==> config.mk <==
export PLATFORM = sky130hd
export DESIGN_NAME = counter_command_readback
export DESIGN_NICKNAME = d
export VERILOG_FILES = /design/src/counter_cmd_pkg.sv /design/src/counter_command_readback.sv /design/src/data_port_writer.sv /design/src/readback_latch.sv
export SDC_FILE = /design/constraint.sdc
export NUM_CORES = 1
export LEC_CHECK = 0
export BUFFER_PORTS_ARGS = -buffer_cell sky130_fd_sc_hd__buf_2
export CAP_MARGIN = 30
export CORE_ASPECT_RATIO = 0.8
export CORE_MARGIN = 3
export CORE_UTILIZATION = 49
export CTS_BUF_LIST = sky130_fd_sc_hd__clkbuf_2
export DETAILED_ROUTE_END_ITERATION = 8
export PLACE_DENSITY = 0.78
export SETUP_SLACK_MARGIN = 0.15
export SLEW_MARGIN = 20
export SYNTH_ARGS = -nofsm -noshare
export SYNTH_HDL_FRONTEND = slang
export SYNTH_HIERARCHICAL = 1
export SYNTH_SLANG_ARGS = --single-unit
==> constraint.sdc <==
create_clock -name clk_i -period 2.07 [get_ports clk_i]
set_input_delay 0.207 -clock clk_i [delete_from_list [all_inputs] [get_ports clk_i]]
set_output_delay 0.207 -clock clk_i [all_outputs]
set_load 0.02 [all_outputs]
==> src/counter_cmd_pkg.sv <==
// Constants and types shared by the counter command and read-back logic
package counter_cmd_pkg;
  localparam int ADDR_W = 6;
  localparam int DATA_W = 32;
  // Printed offsets are register indices; byte address is four times the index
  localparam logic [3:0] IDX_DATA3 = 4'h8;
  localparam logic [3:0] IDX_CMD = 4'h9;
  localparam logic [3:0] IDX_IRQ_STAT = 4'ha;
  localparam logic [3:0] IDX_IRQ_MASK = 4'hb;
  localparam int IDX_HI = 5;
  localparam int IDX_LO = 2;
  // Command word fields
  localparam int SEL_HI = 7;
  localparam int SEL_LO = 6;
  localparam int ACC_HI = 5;
  localparam int ACC_LO = 4;
  localparam int MODE_HI = 3;
  localparam int MODE_LO = 1;
  localparam int BCD_BIT = 0;
  localparam int RB_COUNT_N = 5;
  localparam int RB_STATUS_N = 4;
  localparam int RB_PICK3 = 3;
  localparam int RB_PICK2 = 2;
  localparam int RB_PICK1 = 1;
  typedef enum logic [1:0] {
    SEL_FIRST = 2'b00, SEL_SECOND = 2'b01, SEL_THIRD = 2'b10, SEL_READBACK = 2'b11
  } target_t;
  typedef enum logic [1:0] {
    ACC_LATCH = 2'b00, ACC_LOW = 2'b01, ACC_HIGH = 2'b10, ACC_BOTH = 2'b11
  } access_t;
  typedef enum logic [2:0] {
    MODE_TC_IRQ = 3'b000, MODE_ONE_SHOT = 3'b001, MODE_RATE = 3'b010,
    MODE_SQUARE = 3'b011, MODE_SW_STROBE = 3'b100, MODE_HW_STROBE = 3'b101,
    MODE_RSV6 = 3'b110, MODE_RSV7 = 3'b111
  } mode_t;
  localparam access_t RST_ACCESS = ACC_LOW;
  localparam mode_t RST_MODE = MODE_TC_IRQ;
  localparam logic RST_BCD = 1'b0;
  // Interrupt status and mask bits
  localparam int IRQ_W = 3;
  localparam int IRQ_LOADED = 0;
  localparam int IRQ_IGNORED = 1;
  localparam int IRQ_LATCHED = 2;
endpackage

==> src/counter_command_readback.sv <==
// Avalon-MM front end for the counter command, data port and read-back
// Functional notes
// - Third counter data port works as one byte or two successive bytes.
// - Writing the data port loads the bytes as the counter start value.
// - While latched data is unread, later latches of that kind are ignored.
// - Latched 16-bit count reads low byte first, then high byte.
// - Latched status reads first, then count bytes, regardless of latch order.
// - Write-only 8-bit command register holds select, access, mode, format.
// - Top command bits pick counter one, two, three, or read-back.
// - Access bits pick latch, low only, high only, or low then high.
// - Count latch command captures the count for the next read.
// - Mode bits choose one of the six counting modes or reserved code 6 or 7.
// - Format bit set counts decimal digits, clear counts 16-bit binary.
// - Both top bits set makes the write a read-back command.
// - Read-back bit 5 low latches counts, bit 4 low latches status.
// - Status byte: output, pending, access, mode, format fields.
// - Status pending bit set until the written count is taken.
`timescale 1ns/1ps
module counter_command_readback
  import counter_cmd_pkg::*;
(
  input wire logic clk_i,
  input wire logic arst_n_i,
  input wire logic [ADDR_W-1:0] address_i,
  input wire logic read_i,
  input wire logic write_i,
  input wire logic [DATA_W-1:0] writedata_i,
  input wire logic [3:0] byteenable_i,
  output logic [DATA_W-1:0] readdata_o,
  output logic waitrequest_o,
  output logic irq_o,
  input wire logic [15:0] live_count_i,
  input wire logic out_level_i,
  input wire logic count_taken_i,
  output logic [15:0] load_value_o,
  output logic load_strobe_o,
  output logic [2:0] mode_o,
  output logic decimal_format_o,
  output logic [1:0] access_o
);
  typedef struct packed {
    logic waitreq;
    logic [DATA_W-1:0] rdata;
    access_t acc;
    mode_t mode;
    logic bcd;
    logic null_pend;
    logic live_hi;
    logic [IRQ_W-1:0] irq_stat;
    logic [IRQ_W-1:0] irq_mask;
    logic irq;
  } top_state_t;
  top_state_t s_ff, nxt_s;

  logic [3:0] idx;
  logic req;
  logic commit;
  logic [7:0] wd;
  target_t target_timer_pick;
  access_t byte_access_pick;
  logic [2:0] counting_mode_pick;
  logic decimal_format_pick;
  logic cmd_wr;
  logic data_wr;
  logic data_rd;
  logic cfg_third;
  logic latch_count;
  logic latch_status;
  logic [7:0] status_byte;
  logic count_held;
  logic status_held;
  logic held_any;
  logic [7:0] held_byte;
  logic ignored;
  logic [7:0] live_byte;
  logic [7:0] data_byte;
  logic [IRQ_W-1:0] events;
  logic [IRQ_W-1:0] w1c;
  logic [15:0] wr_value;
  logic wr_strobe;
  logic [15:0] load_value_ff;
  logic load_strobe_ff;

  assign idx = address_i[IDX_HI:IDX_LO];
  assign req = read_i | write_i;
  // A request takes effect only at the edge where waitrequest is seen low
  assign commit = req & ~s_ff.waitreq;
  assign wd = writedata_i[7:0];

  // Command word fields
  assign target_timer_pick = target_t'(wd[SEL_HI:SEL_LO]);
  assign byte_access_pick = access_t'(wd[ACC_HI:ACC_LO]);
  assign counting_mode_pick = wd[MODE_HI:MODE_LO];
  assign decimal_format_pick = wd[BCD_BIT];

  // The command register has no read path; only byte lane 0 carries it
  assign cmd_wr = commit & write_i & (idx == IDX_CMD) & byteenable_i[0];
  assign data_wr = commit & write_i & (idx == IDX_DATA3) & byteenable_i[0];
  assign data_rd = commit & read_i & (idx == IDX_DATA3);

  // Commands for the first two counters belong to their own ports
  assign cfg_third = cmd_wr && target_timer_pick == SEL_THIRD &&
    byte_access_pick != ACC_LATCH;

  // Count latch or read-back; read-back bit 0 is reserved and ignored
  always_comb begin
    latch_count = 1'b0;
    latch_status = 1'b0;
    if (cmd_wr) begin
      case (target_timer_pick)
        SEL_THIRD: begin
          latch_count = (byte_access_pick == ACC_LATCH);
        end
        SEL_READBACK: begin
          latch_count = wd[RB_PICK3] & ~wd[RB_COUNT_N];
          latch_status = wd[RB_PICK3] & ~wd[RB_STATUS_N];
        end
        default: begin
          latch_count = 1'b0;
          latch_status = 1'b0;
        end
      endcase
    end
  end

  assign status_byte = {out_level_i, s_ff.null_pend, s_ff.acc, s_ff.mode, s_ff.bcd};

  readback_latch u_latch (
    .clk_i(clk_i),
    .arst_n_i(arst_n_i),
    .latch_count_i(latch_count),
    .latch_status_i(latch_status),
    .live_count_i(live_count_i),
    .status_i(status_byte),
    .access_i(s_ff.acc),
    .pop_i(data_rd & held_any),
    .count_held_o(count_held),
    .status_held_o(status_held),
    .byte_o(held_byte),
    .ignored_o(ignored)
  );

  data_port_writer u_writer (
    .clk_i(clk_i),
    .arst_n_i(arst_n_i),
    .wr_i(data_wr),
    .byte_i(wd),
    .access_i(s_ff.acc),
    .restart_i(cfg_third),
    .value_o(wr_value),
    .strobe_o(wr_strobe)
  );

  assign held_any = count_held | status_held;

  // Live reads follow the access setting; a pair reads low then high
  always_comb begin
    case (s_ff.acc)
      ACC_HIGH: live_byte = live_count_i[15:8];
      ACC_BOTH: live_byte = s_ff.live_hi ? live_count_i[15:8] : live_count_i[7:0];
      default: live_byte = live_count_i[7:0];
    endcase
  end
  assign data_byte = held_any ? held_byte : live_byte;

  assign events[IRQ_LOADED] = count_taken_i;
  assign events[IRQ_IGNORED] = ignored;
  // Only accepted latches flag; dropped ones flag the ignored bit instead
  assign events[IRQ_LATCHED] = (latch_count & ~count_held) | (latch_status & ~status_held);
  assign w1c = (commit && write_i && idx == IDX_IRQ_STAT && byteenable_i[0]) ?
    writedata_i[IRQ_W-1:0] : '0;

  always_comb begin
    nxt_s = s_ff;
    // One wait cycle per request; read data is captured with it
    if (req && s_ff.waitreq) begin
      nxt_s.waitreq = 1'b0;
      case (idx)
        IDX_DATA3: nxt_s.rdata = {24'h000000, data_byte};
        IDX_IRQ_STAT: nxt_s.rdata = {{(DATA_W-IRQ_W){1'b0}}, s_ff.irq_stat};
        IDX_IRQ_MASK: nxt_s.rdata = {{(DATA_W-IRQ_W){1'b0}}, s_ff.irq_mask};
        default: nxt_s.rdata = '0;
      endcase
    end else begin
      nxt_s.waitreq = 1'b1;
    end
    if (cfg_third) begin
      nxt_s.acc = byte_access_pick;
      nxt_s.mode = mode_t'(counting_mode_pick);
      nxt_s.bcd = decimal_format_pick;
      nxt_s.live_hi = 1'b0;
    end else if (data_rd && !held_any && s_ff.acc == ACC_BOTH) begin
      nxt_s.live_hi = ~s_ff.live_hi;
    end
    // A new count pending wins over the engine taking the old one
    nxt_s.null_pend = cfg_third | wr_strobe | (s_ff.null_pend & ~count_taken_i);
    if (commit && write_i && idx == IDX_IRQ_MASK && byteenable_i[0]) begin
      nxt_s.irq_mask = writedata_i[IRQ_W-1:0];
    end
    // New events win over a same-cycle clear
    nxt_s.irq_stat = (s_ff.irq_stat & ~w1c) | events;
    nxt_s.irq = |(nxt_s.irq_stat & nxt_s.irq_mask);
  end

  always_ff @(posedge clk_i or negedge arst_n_i) begin
    if (!arst_n_i) begin
      s_ff <= '0;
      s_ff.waitreq <= 1'b1;
      s_ff.acc <= RST_ACCESS;
      s_ff.mode <= RST_MODE;
      s_ff.bcd <= RST_BCD;
      load_value_ff <= '0;
      load_strobe_ff <= 1'b0;
    end else begin
      s_ff <= nxt_s;
      load_value_ff <= wr_value;
      load_strobe_ff <= wr_strobe;
    end
  end

  assign readdata_o = s_ff.rdata;
  assign waitrequest_o = s_ff.waitreq;
  assign irq_o = s_ff.irq;
  assign load_value_o = load_value_ff;
  assign load_strobe_o = load_strobe_ff;
  assign mode_o = s_ff.mode;
  assign decimal_format_o = s_ff.bcd;
  assign access_o = s_ff.acc;
endmodule

==> src/data_port_writer.sv <==
// Assembles data-port writes into start values for the third counter
`timescale 1ns/1ps
module data_port_writer
  import counter_cmd_pkg::*;
(
  input wire logic clk_i,
  input wire logic arst_n_i,
  input wire logic wr_i,
  input wire logic [7:0] byte_i,
  input wire access_t access_i,
  input wire logic restart_i,
  output logic [15:0] value_o,
  output logic strobe_o
);
  typedef struct packed {
    logic hi_next;
    logic [7:0] low_hold;
    logic [15:0] value;
    logic strobe;
  } writer_state_t;
  writer_state_t s_ff, nxt_s;

  always_comb begin
    nxt_s = s_ff;
    nxt_s.strobe = 1'b0;
    if (restart_i) begin
      nxt_s.hi_next = 1'b0;
    end else if (wr_i) begin
      case (access_i)
        ACC_LOW: begin
          nxt_s.value = {8'h00, byte_i};
          nxt_s.strobe = 1'b1;
        end
        ACC_HIGH: begin
          nxt_s.value = {byte_i, 8'h00};
          nxt_s.strobe = 1'b1;
        end
        ACC_BOTH: begin
          if (!s_ff.hi_next) begin
            nxt_s.low_hold = byte_i;
            nxt_s.hi_next = 1'b1;
          end else begin
            nxt_s.value = {byte_i, s_ff.low_hold};
            nxt_s.strobe = 1'b1;
            nxt_s.hi_next = 1'b0;
          end
        end
        default: nxt_s.strobe = 1'b0;
      endcase
    end
  end

  always_ff @(posedge clk_i or negedge arst_n_i) begin
    if (!arst_n_i) begin
      s_ff <= '0;
    end else begin
      s_ff <= nxt_s;
    end
  end

  assign value_o = s_ff.value;
  assign strobe_o = s_ff.strobe;
endmodule

==> src/readback_latch.sv <==
// Holds latched count and status of the third counter until read out
`timescale 1ns/1ps
module readback_latch
  import counter_cmd_pkg::*;
(
  input wire logic clk_i,
  input wire logic arst_n_i,
  input wire logic latch_count_i,
  input wire logic latch_status_i,
  input wire logic [15:0] live_count_i,
  input wire logic [7:0] status_i,
  input wire access_t access_i,
  input wire logic pop_i,
  output logic count_held_o,
  output logic status_held_o,
  output logic [7:0] byte_o,
  output logic ignored_o
);
  typedef struct packed {
    logic sta_v;
    logic [7:0] sta;
    logic cnt_v;
    logic [15:0] cnt;
    logic cnt_hi;
    logic ign;
  } latch_state_t;
  latch_state_t s_ff, nxt_s;

  always_comb begin
    nxt_s = s_ff;
    nxt_s.ign = 1'b0;
    if (pop_i) begin
      if (s_ff.sta_v) begin
        nxt_s.sta_v = 1'b0;
      end else if (s_ff.cnt_v) begin
        if (access_i == ACC_BOTH && !s_ff.cnt_hi) begin
          nxt_s.cnt_hi = 1'b1;
        end else begin
          nxt_s.cnt_v = 1'b0;
          nxt_s.cnt_hi = 1'b0;
        end
      end
    end
    // Only the first latch of each kind counts until it is read
    if (latch_status_i) begin
      if (s_ff.sta_v) begin
        nxt_s.ign = 1'b1;
      end else begin
        nxt_s.sta_v = 1'b1;
        nxt_s.sta = status_i;
      end
    end
    if (latch_count_i) begin
      if (s_ff.cnt_v) begin
        nxt_s.ign = 1'b1;
      end else begin
        nxt_s.cnt_v = 1'b1;
        nxt_s.cnt = live_count_i;
        nxt_s.cnt_hi = 1'b0;
      end
    end
  end

  always_ff @(posedge clk_i or negedge arst_n_i) begin
    if (!arst_n_i) begin
      s_ff <= '0;
    end else begin
      s_ff <= nxt_s;
    end
  end

  assign count_held_o = s_ff.cnt_v;
  assign status_held_o = s_ff.sta_v;
  assign ignored_o = s_ff.ign;
  // Status goes first whatever order the latches arrived in
  assign byte_o = s_ff.sta_v ? s_ff.sta :
    (access_i == ACC_HIGH || (access_i == ACC_BOTH && s_ff.cnt_hi)) ?
    s_ff.cnt[15:8] : s_ff.cnt[7:0];
endmodule

==> results of run 1 <==
-- where the power goes --
part	switching [mW]	leakage (nW)	total (mW)	internal (mW)
sequential	0.0671	1.24	2.07	2.00
combinational	0.357	1.58	0.590	0.234
clock	0.603	0.0846	1.02	0.413
total	1.03	2.91	3.68	2.65
-- final timing paths --
kind,startpoint,depth (start not counted),end,slack (ns)
worst min-delay path,read_i,3,waitrequest_o$_DFF_PN1_,0.04
max in group asynchronous,arst_n_i,3,access_o[0]$_DFFE_PN1P_,1.23
worst min register to register,u_writer/value_o[11]$_DFFE_PN0P_,0,load_value_o[11]$_DFF_PN0_,0.39
min in group asynchronous,arst_n_i,2,u_latch/s_ff[14]$_DFFE_PN0P_,0.13
worst max register to register,waitrequest_o$_DFF_PN1_,7,u_writer/value_o[3]$_DFFE_PN0P_,0.07
worst max-delay path,waitrequest_o$_DFF_PN1_,7,u_writer/value_o[3]$_DFFE_PN0P_,0.07
-- worst register-to-register path, stage by stage (launching register included) --
cell                      delay, ns
sky130_fd_sc_hd__dfstp_2       0.59
sky130_fd_sc_hd__and4b_1       0.21
sky130_fd_sc_hd__nand3_2       0.11
sky130_fd_sc_hd__nor2_2        0.06
sky130_fd_sc_hd__o21a_4        0.14
sky130_fd_sc_hd__nor3b_4       0.29
sky130_fd_sc_hd__o21ai_4       0.18
sky130_fd_sc_hd__mux2_4        0.33
-- cell type report --
class / count / area, µm²
timing repair buffer: 127 / 905
fill: 688 / 3360
clock inverter: 6 / 90.1
multi-input combinational: 230 / 1820
sequential: 95 / 2380
inverter: 19 / 71.3
clock buffer: 10 / 50.0
tap: 112 / 140
-- metrics by stage --
stage / util / area [µm²] / hold WS [ns]
after floorplan: - / 4720 / -0.0886
after global placement: 0.556 / 4910 / 0.151
after detailed placement: 0.556 / 4910 / 0.159
after CTS: 0.607 / 5360 / 0.00705
after global routing: 0.619 / 5460 / 0.0272
final: 0.619 / 5460 / 0.0415
-- kinds of logic after synthesis --
group | share of synthesized area
adders and majority gates | 0.00816
buffers and inverters | 0.122
xor gates and xnor gates | 0.00381
DFF | 0.517
muxes | 0.162
AOI/OAI and AO/OA | 0.103
other | 0.000815
and+or+nand+nor | 0.0824
-- metal layers --
layer	vias up	share of wire	track usage
met5	-	0	0
met4	0	0.014	0.0613
met3	12	0.067	0.0379
met2	111	0.46	0.305
met1	1528	0.45	0.268
li1	1452	-	-
-- layout by cell type, fill, tap and decap left out, types with 3 or more instances in the layout --
| cell type | instances |
|---|---|
| sky130_fd_sc_hd__a21o_1 | 3 |
| sky130_fd_sc_hd__a21oi_1 | 17 |
| sky130_fd_sc_hd__a221o_2 | 3 |
| sky130_fd_sc_hd__a22o_1 | 13 |
| sky130_fd_sc_hd__a31oi_1 | 9 |
| sky130_fd_sc_hd__buf_2 | 66 |
| sky130_fd_sc_hd__buf_4 | 26 |
| sky130_fd_sc_hd__buf_6 | 7 |
| sky130_fd_sc_hd__clkbuf_2 | 10 |
| sky130_fd_sc_hd__conb_1 | 24 |
| sky130_fd_sc_hd__dfrtp_1 | 93 |
| sky130_fd_sc_hd__dlygate4sd3_1 | 26 |
| sky130_fd_sc_hd__ha_1 | 3 |
| sky130_fd_sc_hd__inv_1 | 18 |
| sky130_fd_sc_hd__mux2_2 | 36 |
| sky130_fd_sc_hd__mux2_4 | 9 |
| sky130_fd_sc_hd__mux2i_1 | 20 |
| sky130_fd_sc_hd__nand2_1 | 15 |
| sky130_fd_sc_hd__nand3b_1 | 3 |
| sky130_fd_sc_hd__nor2_1 | 16 |
| sky130_fd_sc_hd__nor2_2 | 3 |
| sky130_fd_sc_hd__nor2b_1 | 10 |
| sky130_fd_sc_hd__o21ai_0 | 10 |
-- timing repair --
action | in CTS | in global routing
hold endpoints to repair | 111 | 0
endpoints found under the setup margin | 29 | 53
buffers inserted | 4 | 5
gates resized for setup | 3 | 15
gates cloned | 1 | 0
hold buffers | 26 | 0
pin swaps | 2 | 1
-- state kept, by name (all words and copies together), names as in the netlist, 2 cells and up --
| register | cells |
|---|---|
| access_o | 2 |
| mode_o | 3 |
| u_latch/s_ff | 25 |
| load_value_o | 16 |
| readdata_o | 8 |
| s_ff | 8 |
| u_writer/s_ff | 9 |
| u_writer/value_o | 16 |
==> implementation parameters, run 1 <==
Parameter                              Value

Synthesis
  Cell taking the most area after synthesis    sky130_fd_sc_hd__dfrtp_1
  Primary FF master, synth    sky130_fd_sc_hd__dfrtp_1
  Number of flops mapped to enable cells by yosys    0
  Gate Count Post-Synth    about 390
  Most used standard cells in the synthesized netlist    sky130_fd_sc_hd__dfrtp_1 (93), sky130_fd_sc_hd__buf_4 (54), sky130_fd_sc_hd__mux2_2 (37)
  Register bit count reported by yosys    95
  Top post-synthesis cells by area    sky130_fd_sc_hd__dfrtp_1 (51%), sky130_fd_sc_hd__mux2_2 (9.1%), sky130_fd_sc_hd__buf_4 (8.8%)
  Mapped Avg Cell Area    11.9 µm²
  Distinct cells, synth    49
  Yosys warns    6
  Top cell type's share of synthesized area    0.506
  Proportion of synthesized chip area in sequential cells    0.517
  Share of synthesized flip-flops with an asynchronous set or reset    1.00
  Cell with the most instances after synthesis    sky130_fd_sc_hd__dfrtp_1
  Synthesized area    4600 µm²

STA
  Worst Tran Pin Value    roughly 0.57 ns
  Worst Skew    0.0380 ns
  Count of final hold-check violations    0
  Crit path time final    around 2 ns
  Worst relative slew slack    0.619
  Share of the cycle needed by the critical path after routing    0.964
  RSZ-0062 raised after global routing    true
  Number of slew-limit violations in the final report    0
  Slack of the critical path    roughly 0.075 ns
  Total negative slack    0 ns
  Setup violation total in the final timing report    0
  Maximum clock frequency    roughly 500 MHz

Pwr
  Power per unit of standard cell area    between 600 and 700 nW/µm²
  IR drop worst, VDD    approximately 0.36 mV
  Leakage component of the power    2.91 nW
  Total power    approximately 3.7 mW

Die
  Top-Level Pins    around 120
  Overall die height    92.7 µm
  Placeable core area    slightly below 9000 µm²
  X dimension of the die    around 110 µm
  Row Count    30
  Effective utilization at floorplan    0.521
  Total die area    10600 µm²

Clock tree
  H-Tree Depth    3
  Clock Sinks    95
  Root buffer cell    sky130_fd_sc_hd__clkbuf_2
  Clock transition at path regs    ~0.25 ns
  Maximum buffer depth of the clock tree    2
  Number of CTS-inserted buffers    9
  Clock latency of the later-clocked register in the worst-skew pair    between 0.5 and 0.6 ns
  TritonCTS clock tree    yes

Global routing
  Initial antenna violation count    0
  Via count of the first global-routing pass    3144
  Global-route wire length before repair    ~16000 µm
  Aggregate global-route resource usage    0.193
  Sum of overflow across all layers after global routing    0
  Pin count of the biggest net entering global routing    ~50

Setup path
  Data arrival time at the worst-slack endpoint    2.42 ns
  Kind of critical path    reg -> reg
  Crit path required time    approximately 2.5 ns
  Cells traversed along the worst timing path    and4b_1 -> nand3_2 -> nor2_2 -> o21a_4 -> nor3b_4 -> o21ai_4 -> mux2_4
  WP buf/inv    0
  Largest delay share family, worst path    simple AND/OR/NAND/NOR gates
  Crit end category    flop
  CP Launch Type    flop
  Slowest stage cell on the critical path    sky130_fd_sc_hd__dfstp_2
  Delay of the slowest cell on the worst path    ~0.6 ns
  Maximum fanout along the worst path    7

Placement
  GPL Wtd Cong    roughly 0.83
  Pre-CTS setup slack    -0.0596 ns
  Detailed-placement wirelength estimate    roughly 6900 µm
  Port bufs    between 60 and 70
  Instance count after placement with tap cells included    roughly 550

Route
  DRT iter0 DRCs    153
  Routed wirelength normalized by instance count    ~17 µm
  Number of antenna-violating nets in the routed design    0
  Via count    between 3000 and 4000
  Drt first pass iters    4
  Total wire length    9980 µm
  Number of remaining DRC errors    0
  Detailed-route vias per instance    5.18

Outcome
  Outcome    finished clean

Min path
  Class of the most critical hold timing path    in -> reg

Layout
  Non-Filler Instances    around 600
  Antenna diode instance count    0
  Layout-stage area growth over the synthesis result    18.6%
  Net count of the finished layout    around 550
  Fraction of layout cells with a size suffix above 1    0.392

Job
  Reported max-cap violation count    0
Note: power is estimated with default switching activity, not from simulation.
==> inputs of run 2 (changes only) <==
--- a/config.mk
+++ b/config.mk
@@ -9,10 +9,10 @@
 export CAP_MARGIN = 30
 export CORE_ASPECT_RATIO = 0.8
 export CORE_MARGIN = 3
-export CORE_UTILIZATION = 49
+export CORE_UTILIZATION = 59
 export CTS_BUF_LIST = sky130_fd_sc_hd__clkbuf_2
 export DETAILED_ROUTE_END_ITERATION = 8
-export PLACE_DENSITY = 0.78
+export PLACE_DENSITY = 0.85
 export SETUP_SLACK_MARGIN = 0.15
 export SLEW_MARGIN = 20
 export SYNTH_ARGS = -nofsm -noshare
==> constraint.sdc (replaced) <==
create_clock -name clk_i -period 2.5 [get_ports clk_i]
set_input_delay 0.25 -clock clk_i [delete_from_list [all_inputs] [get_ports clk_i]]
set_output_delay 0.25 -clock clk_i [all_outputs]
set_load 0.02 [all_outputs]
==> implementation parameters, run 2 (synthesis gave the netlist of run 1 again) <==
Parameter                              Value

STA
  RSZ-0062 raised after global routing    false (was true)
  Worst Skew    0.0299 ns (was 0.0380 ns)
  Share of the cycle needed by the critical path after routing    0.880 (was 0.964)
  Setup violation total in the final timing report    0 (unchanged)
  Worst relative slew slack    0.482 (was 0.619)
  Worst Tran Pin Value    0.777 ns (was 0.567 ns)
  Maximum clock frequency    455 MHz (was 501 MHz)
  Count of final hold-check violations    0 (unchanged)
  Crit path time final    2.20 ns (was 2.00 ns)
  Number of slew-limit violations in the final report    0 (unchanged)
  Total negative slack    0 ns (unchanged)
  Slack of the critical path    0.300 ns (was 0.0745 ns)

Setup path
  Slowest stage cell on the critical path    sky130_fd_sc_hd__dfstp_2 (unchanged)
  Crit end category    flop (unchanged)
  Largest delay share family, worst path    simple AND/OR/NAND/NOR gates (unchanged)
  Maximum fanout along the worst path    11 (was 7)
  Crit path required time    2.93 ns (was 2.50 ns)
  Reg2Reg Depth    7 (unchanged)
  CP Launch Type    flop (unchanged)
  Cells traversed along the worst timing path    and4b_1 -> nand3_2 -> nor2_1 -> o21a_1 -> nor3b_4 -> o21ai_4 -> mux2_2 (was and4b_1 -> nand3_2 -> nor2_2 -> o21a_4 -> nor3b_4 -> o21ai_4 -> mux2_4)
  Delay of the slowest cell on the worst path    0.45 ns (was 0.59 ns)
  Kind of critical path    reg -> reg (unchanged)
  Data arrival time at the worst-slack endpoint    2.63 ns (was 2.42 ns)
  WP buf/inv    0 (unchanged)
  Critical path depth in cells    7 (unchanged)

Placement
  Port bufs    67 (unchanged)
  Cell area after placement    4780 µm² (was 4910 µm²)
  Instance count after placement with tap cells included    528 (was 547)
  Detailed-placement wirelength estimate    6510 µm (was 6880 µm)
  GPL Wtd Cong    0.823 (was 0.834)
  Pre-CTS setup slack    0.254 ns (was -0.0596 ns)

Die
  Top-Level Pins    121 (unchanged)
  Placeable core area    7500 µm² (was 8820 µm²)
  Row Count    28 (was 30)
  Overall die height    85.0 µm (was 92.7 µm)
  Total die area    8900 µm² (was 10600 µm²)
  X dimension of the die    105 µm (was 114 µm)
  Effective utilization at floorplan    0.613 (was 0.521)

Pwr
  Power per unit of standard cell area    557 nW/µm² (was 674 nW/µm²)
  IR drop worst, VDD    0.251 mV (was 0.358 mV)
  Part of the total power dissipated in combinational logic    0.161 (about the same)
  Power Internal    2.07 mW (was 2.65 mW)
  Net load switching power    0.808 mW (was 1.03 mW)
  Sw frac    0.281 (was 0.279)
  Sequential group share of total power    0.596 (was 0.563)
  Clock share of power    0.242 (was 0.276)
  Leakage component of the power    2.77 nW (was 2.91 nW)

Layout
  Total non-filler cell area in the finished layout    5160 µm² (was 5460 µm²)
  Filler instances    547 (was 688)
  Non-Filler Instances    569 (was 599)
  Most common cell after layout, fill and taps aside    sky130_fd_sc_hd__dfrtp_1 (unchanged)
  Antenna diode instance count    0 (unchanged)
  Top library cells by usage in the layout, fill and taps aside    sky130_fd_sc_hd__dfrtp_1 (93), sky130_fd_sc_hd__buf_2 (66), sky130_fd_sc_hd__mux2_2 (37) (was sky130_fd_sc_hd__dfrtp_1 (93), sky130_fd_sc_hd__buf_2 (66), sky130_fd_sc_hd__mux2_2 (36))
  Area taken by multi-input logic gates    1760 µm² (was 1820 µm²)
  Max reg flops    25 (unchanged)
  Final Core Density    0.688 (was 0.619)
  Fraction of layout cells with a size suffix above 1    0.349 (was 0.392)
  Register name with the most flops    u_latch/s_ff (unchanged)
  Sequential cell area    2380 µm² (unchanged)
  Layout-stage area growth over the synthesis result    12.1% (was 18.6%)
  Net count of the finished layout    527 (was 549)

Global routing
  Pin count of the biggest net entering global routing    59 (was 49)
  Initial antenna violation count    0 (unchanged)
  Sum of overflow across all layers after global routing    0 (unchanged)
  Via count of the first global-routing pass    3157 (was 3144)
  Aggregate global-route resource usage    0.226 (was 0.193)
  Global-route wire length before repair    15800 µm (was 15900 µm)

Route
  Total wire length    9560 µm (was 9980 µm)
  Number of remaining DRC errors    0 (unchanged)
  DRT iter0 DRCs    180 (was 153)
  Drt first pass iters    5 (was 4)
  Detailed-route vias per instance    5.45 (was 5.18)
  Via count    3102 (was 3103)
  Routed wirelength normalized by instance count    16.8 µm (was 16.7 µm)
  Number of antenna-violating nets in the routed design    0 (unchanged)

Clock tree
  Buffer count from post-CTS setup fixing    0 (was 4)
  Clock transition at path regs    0.24 ns (was 0.25 ns)
  Maximum buffer depth of the clock tree    2 (unchanged)
  TritonCTS clock tree    yes (unchanged)
  Root buffer cell    sky130_fd_sc_hd__clkbuf_2 (unchanged)
  Clock Sinks    95 (unchanged)
  H-Tree Depth    3 (unchanged)
  Number of CTS-inserted buffers    9 (unchanged)
  Clock latency of the later-clocked register in the worst-skew pair    0.54 ns (was 0.51 ns)

Min path
  Hold depth    3 (unchanged)
  Class of the most critical hold timing path    in -> reg (unchanged)

Outcome
  Outcome    finished clean (unchanged)

Job
  Reported max-cap violation count    0 (unchanged)
## run 2: layer usage
metal | global-route usage | part of all wire
met2 | 0.375 | 0.48
met4 | 0.0727 | 0.020
met3 | 0.0517 | 0.070
met5 | 0 | 0
met1 | 0.300 | 0.43
## run 2: worst paths after layout
kind                                                     to  slack, ns                             start
setup / recovery            u_writer/value_o[7]$_DFFE_PN0P_       0.30           waitrequest_o$_DFF_PN1_
hold / removal             u_writer/value_o[10]$_DFFE_PN0P_       0.02                    writedata_i[2]
setup reg to reg            u_writer/value_o[7]$_DFFE_PN0P_       0.30           waitrequest_o$_DFF_PN1_
hold reg to reg                  load_value_o[12]$_DFF_PN0_       0.39  u_writer/value_o[12]$_DFFE_PN0P_
max in group asynchronous           access_o[0]$_DFFE_PN1P_       1.63                          arst_n_i
min in group asynchronous         readdata_o[5]$_DFFE_PN0P_       0.15                          arst_n_i
## run 2: worst register-to-register path: cells and delay by family (launching register included)
kind | cells | cell delay (ns)
AND/OR/NAND/NOR | 4 | 0.74
AO/OA/AOI/OAI | 2 | 0.50
flip-flops | 1 | 0.45
multiplexers | 1 | 0.39
## run 2: final cells by class
type                            count  area share
Timing Repair Buffer              106       0.137
Tap cell                          105      0.0255
Inverter                           19      0.0138
Clock inverter                      4     0.00922
Sequential cell                    95       0.461
Clock buffer                       11      0.0107
Multi-Input combinational cell    229       0.342
## run 2: power by group through the flow
stage                     Sequential (mW)  Clock (mW)  Combinational [mW]
after global placement               1.74           0               0.418
after floorplan                      1.80           0               0.288
after detailed placement             1.74           0               0.427
after CTS                            1.71       0.708               0.460
final                                1.71       0.696               0.464
after global routing                 1.73       0.771               0.505
## run 2: timing repair
action / CTS / global route
endpoints found under the setup margin: 0 / 15
gates resized for setup: 0 / 3
endpoints found under the hold margin: 61 / 1
hold buffers: 25 / 1
## run 2: stage by stage
step                total power, mW  hold slack (ns)
floorplan                      2.09          -0.0456
global placement               2.15            0.237
detailed placement             2.17            0.238
CTS                            2.88          0.00204
global route                   3.01         0.000280
finish                         2.87           0.0194
==> inputs of run 3 (changes only) <==
==> constraint.sdc (replaced) <==
create_clock -name clk_i -period 2.5 [get_ports clk_i]
set_input_delay 0 -clock clk_i [delete_from_list [all_inputs] [get_ports clk_i]]
set_output_delay 0 -clock clk_i [all_outputs]
set_load 0.02 [all_outputs]
==> implementation parameters, run 3 (synthesis gave the netlist of run 1 again) <==
Parameter                              Value

Layout
  Layout-stage area growth over the synthesis result    13.9% (was 12.1%)
  Max reg flops    25 (unchanged)
  Register name with the most flops    u_latch/s_ff (unchanged)
  Fraction of layout cells with a size suffix above 1    0.335 (was 0.349)
  Most common cell after layout, fill and taps aside    sky130_fd_sc_hd__dfrtp_1 (unchanged)
  Non-Filler Instances    579 (was 569)
  Antenna diode instance count    0 (unchanged)
  Net count of the finished layout    537 (was 527)
  Top library cells by usage in the layout, fill and taps aside    sky130_fd_sc_hd__dfrtp_1 (93), sky130_fd_sc_hd__buf_2 (67), sky130_fd_sc_hd__mux2_2 (37) (was sky130_fd_sc_hd__dfrtp_1 (93), sky130_fd_sc_hd__buf_2 (66), sky130_fd_sc_hd__mux2_2 (37))
  Filler instances    522 (was 547)
  Final Core Density    0.699 (was 0.688)
  Total non-filler cell area in the finished layout    5240 µm² (was 5160 µm²)

Route
  Routed wl met2    4710 µm (was 4580 µm)
  Met3 WL    736 µm (was 674 µm)
  DRT met1 WL    4280 µm (was 4120 µm)
  Top routing layer used    met4 (unchanged)
  DRT iter0 DRCs    267 (was 180)
  Total wire length    10000 µm (was 9560 µm)
  Number of remaining DRC errors    0 (unchanged)
  Routed wirelength normalized by instance count    17.3 µm (was 16.8 µm)
  Via count    3167 (was 3102)
  Number of antenna-violating nets in the routed design    0 (unchanged)
  Detailed-route vias per instance    5.47 (was 5.45)
  Drt first pass iters    5 (unchanged)

Clock tree
  Number of CTS-inserted buffers    9 (unchanged)
  TritonCTS clock tree    yes (unchanged)
  Buffer count from post-CTS setup fixing    0 (unchanged)
  Clock latency of the later-clocked register in the worst-skew pair    0.53 ns (was 0.54 ns)
  Maximum buffer depth of the clock tree    2 (unchanged)
  Clock transition at path regs    0.22 ns (was 0.24 ns)
  Root buffer cell    sky130_fd_sc_hd__clkbuf_2 (unchanged)
  H-Tree Depth    3 (unchanged)
  Clock Sinks    95 (unchanged)

STA
  RSZ-0062 raised after global routing    false (unchanged)
  Share of the cycle needed by the critical path after routing    0.920 (was 0.880)
  Worst hold slack across all endpoints    0.0200 ns (was 0.0194 ns)
  Maximum clock frequency    435 MHz (was 455 MHz)
  Slack of the critical path    0.199 ns (was 0.300 ns)
  Worst Tran Pin Value    0.746 ns (was 0.777 ns)
  Count of final hold-check violations    0 (unchanged)
  Setup violation total in the final timing report    0 (unchanged)
  Total negative slack    0 ns (unchanged)
  Crit path time final    2.30 ns (was 2.20 ns)
  Number of slew-limit violations in the final report    0 (unchanged)
  Worst Skew    0.0144 ns (was 0.0299 ns)
  Worst relative slew slack    0.502 (was 0.482)

Die
  Row Count    28 (unchanged)
  Total die area    8900 µm² (unchanged)
  Top-Level Pins    121 (unchanged)
  Overall die height    85.0 µm (unchanged)
  Effective utilization at floorplan    0.613 (unchanged)
  Placeable core area    7500 µm² (unchanged)
  X dimension of the die    105 µm (unchanged)

Min path
  Hold depth    5 (was 3)
  Hold path startpoint    address_i[3] (was writedata_i[2])
  Class of the most critical hold timing path    in -> reg (unchanged)

Setup path
  Crit end category    flop (unchanged)
  Kind of critical path    in -> reg (was reg -> reg)
  Reg2Reg Depth    7 (unchanged)
  Critical path startpoint    address_i[2] (was waitrequest_o$_DFF_PN1_)
  CP Launch Type    input pin (was flop)
  Maximum fanout along the worst path    6 (was 11)
  Data arrival time at the worst-slack endpoint    2.74 ns (was 2.63 ns)
  Crit path required time    2.94 ns (was 2.93 ns)
  RR Startpoint    waitrequest_o$_DFF_PN1_ (unchanged)

Job
  Reported max-cap violation count    0 (unchanged)

Pwr
  Power per unit of standard cell area    532 nW/µm² (was 557 nW/µm²)
  Leakage component of the power    2.79 nW (was 2.77 nW)
  Total power    2.78 mW (was 2.87 mW)
  IR drop worst, VDD    0.242 mV (was 0.251 mV)

Placement
  Pre-CTS setup slack    0.278 ns (was 0.254 ns)
  GPL Wtd Cong    0.810 (was 0.823)
  Instance count after placement with tap cells included    527 (was 528)
  Port bufs    67 (unchanged)
  Detailed-placement wirelength estimate    6610 µm (was 6510 µm)
  Cell area after placement    4770 µm² (was 4780 µm²)

Global routing
  Via count of the first global-routing pass    3216 (was 3157)
  Global-route wire length before repair    16200 µm (was 15800 µm)
  Aggregate global-route resource usage    0.234 (was 0.226)
  Initial antenna violation count    0 (unchanged)
  Pin count of the biggest net entering global routing    66 (was 59)
  Sum of overflow across all layers after global routing    0 (unchanged)

Outcome
  Outcome    finished clean (unchanged)
[run 3: worst paths after layout]
| check | endpoint | slack [ns] |
|---|---|---|
| min in group asynchronous | readdata_o[1]$_DFFE_PN0P_ | 0.48 |
| max in group asynchronous | access_o[0]$_DFFE_PN1P_ | 1.63 |
| min reg2reg | load_value_o[15]$_DFF_PN0_ | 0.41 |
| max | u_writer/s_ff[25]$_DFFE_PN0P_ | 0.20 |
| min | s_ff[3]$_DFF_PN0_ | 0.02 |
| max reg2reg | u_writer/s_ff[17]$_DFFE_PN0P_ | 0.31 |
[run 3: per-layer routing]
metal  track usage  up-vias
met1         0.309     1544
met2         0.368      157
met4         0.106        0
met3        0.0601       31
li1              -     1435
met5             0        -
[run 3: layout make-up]
class | count | area [µm²] | share of cell area
Multi-Input combinational cell | 229 | 1760 | 0.336
Tap cell | 105 | 131 | 0.0251
Sequential cell | 95 | 2380 | 0.454
Clock inverter | 5 | 26.3 | 0.00502
Clock buffer | 10 | 50.0 | 0.00956
Inverter | 19 | 71.3 | 0.0136
Timing Repair Buffer | 116 | 818 | 0.156
[run 3: critical path, stage by stage]
cell                            delay, ns
sky130_fd_sc_hd__dlygate4sd3_1       0.54
sky130_fd_sc_hd__buf_2               0.17
sky130_fd_sc_hd__or4b_4              0.57
sky130_fd_sc_hd__nor3_1              0.46
sky130_fd_sc_hd__dlygate4sd3_1       0.71
sky130_fd_sc_hd__nand2_1             0.09
sky130_fd_sc_hd__xor2_1              0.16
sky130_fd_sc_hd__nor2_1              0.05
[run 3: repair_timing]
item | CTS | global route
endpoints found under the setup margin | 0 | 15
hold buffers | 37 | 0
gates resized for setup | 0 | 3
hold endpoints to repair | 158 | 0
[run 3: power breakdown]
group          switching, mW  internal, mW  total [mW]
clock network          0.469         0.119       0.588
registers             0.0563          1.66        1.71
logic                  0.292         0.189       0.481
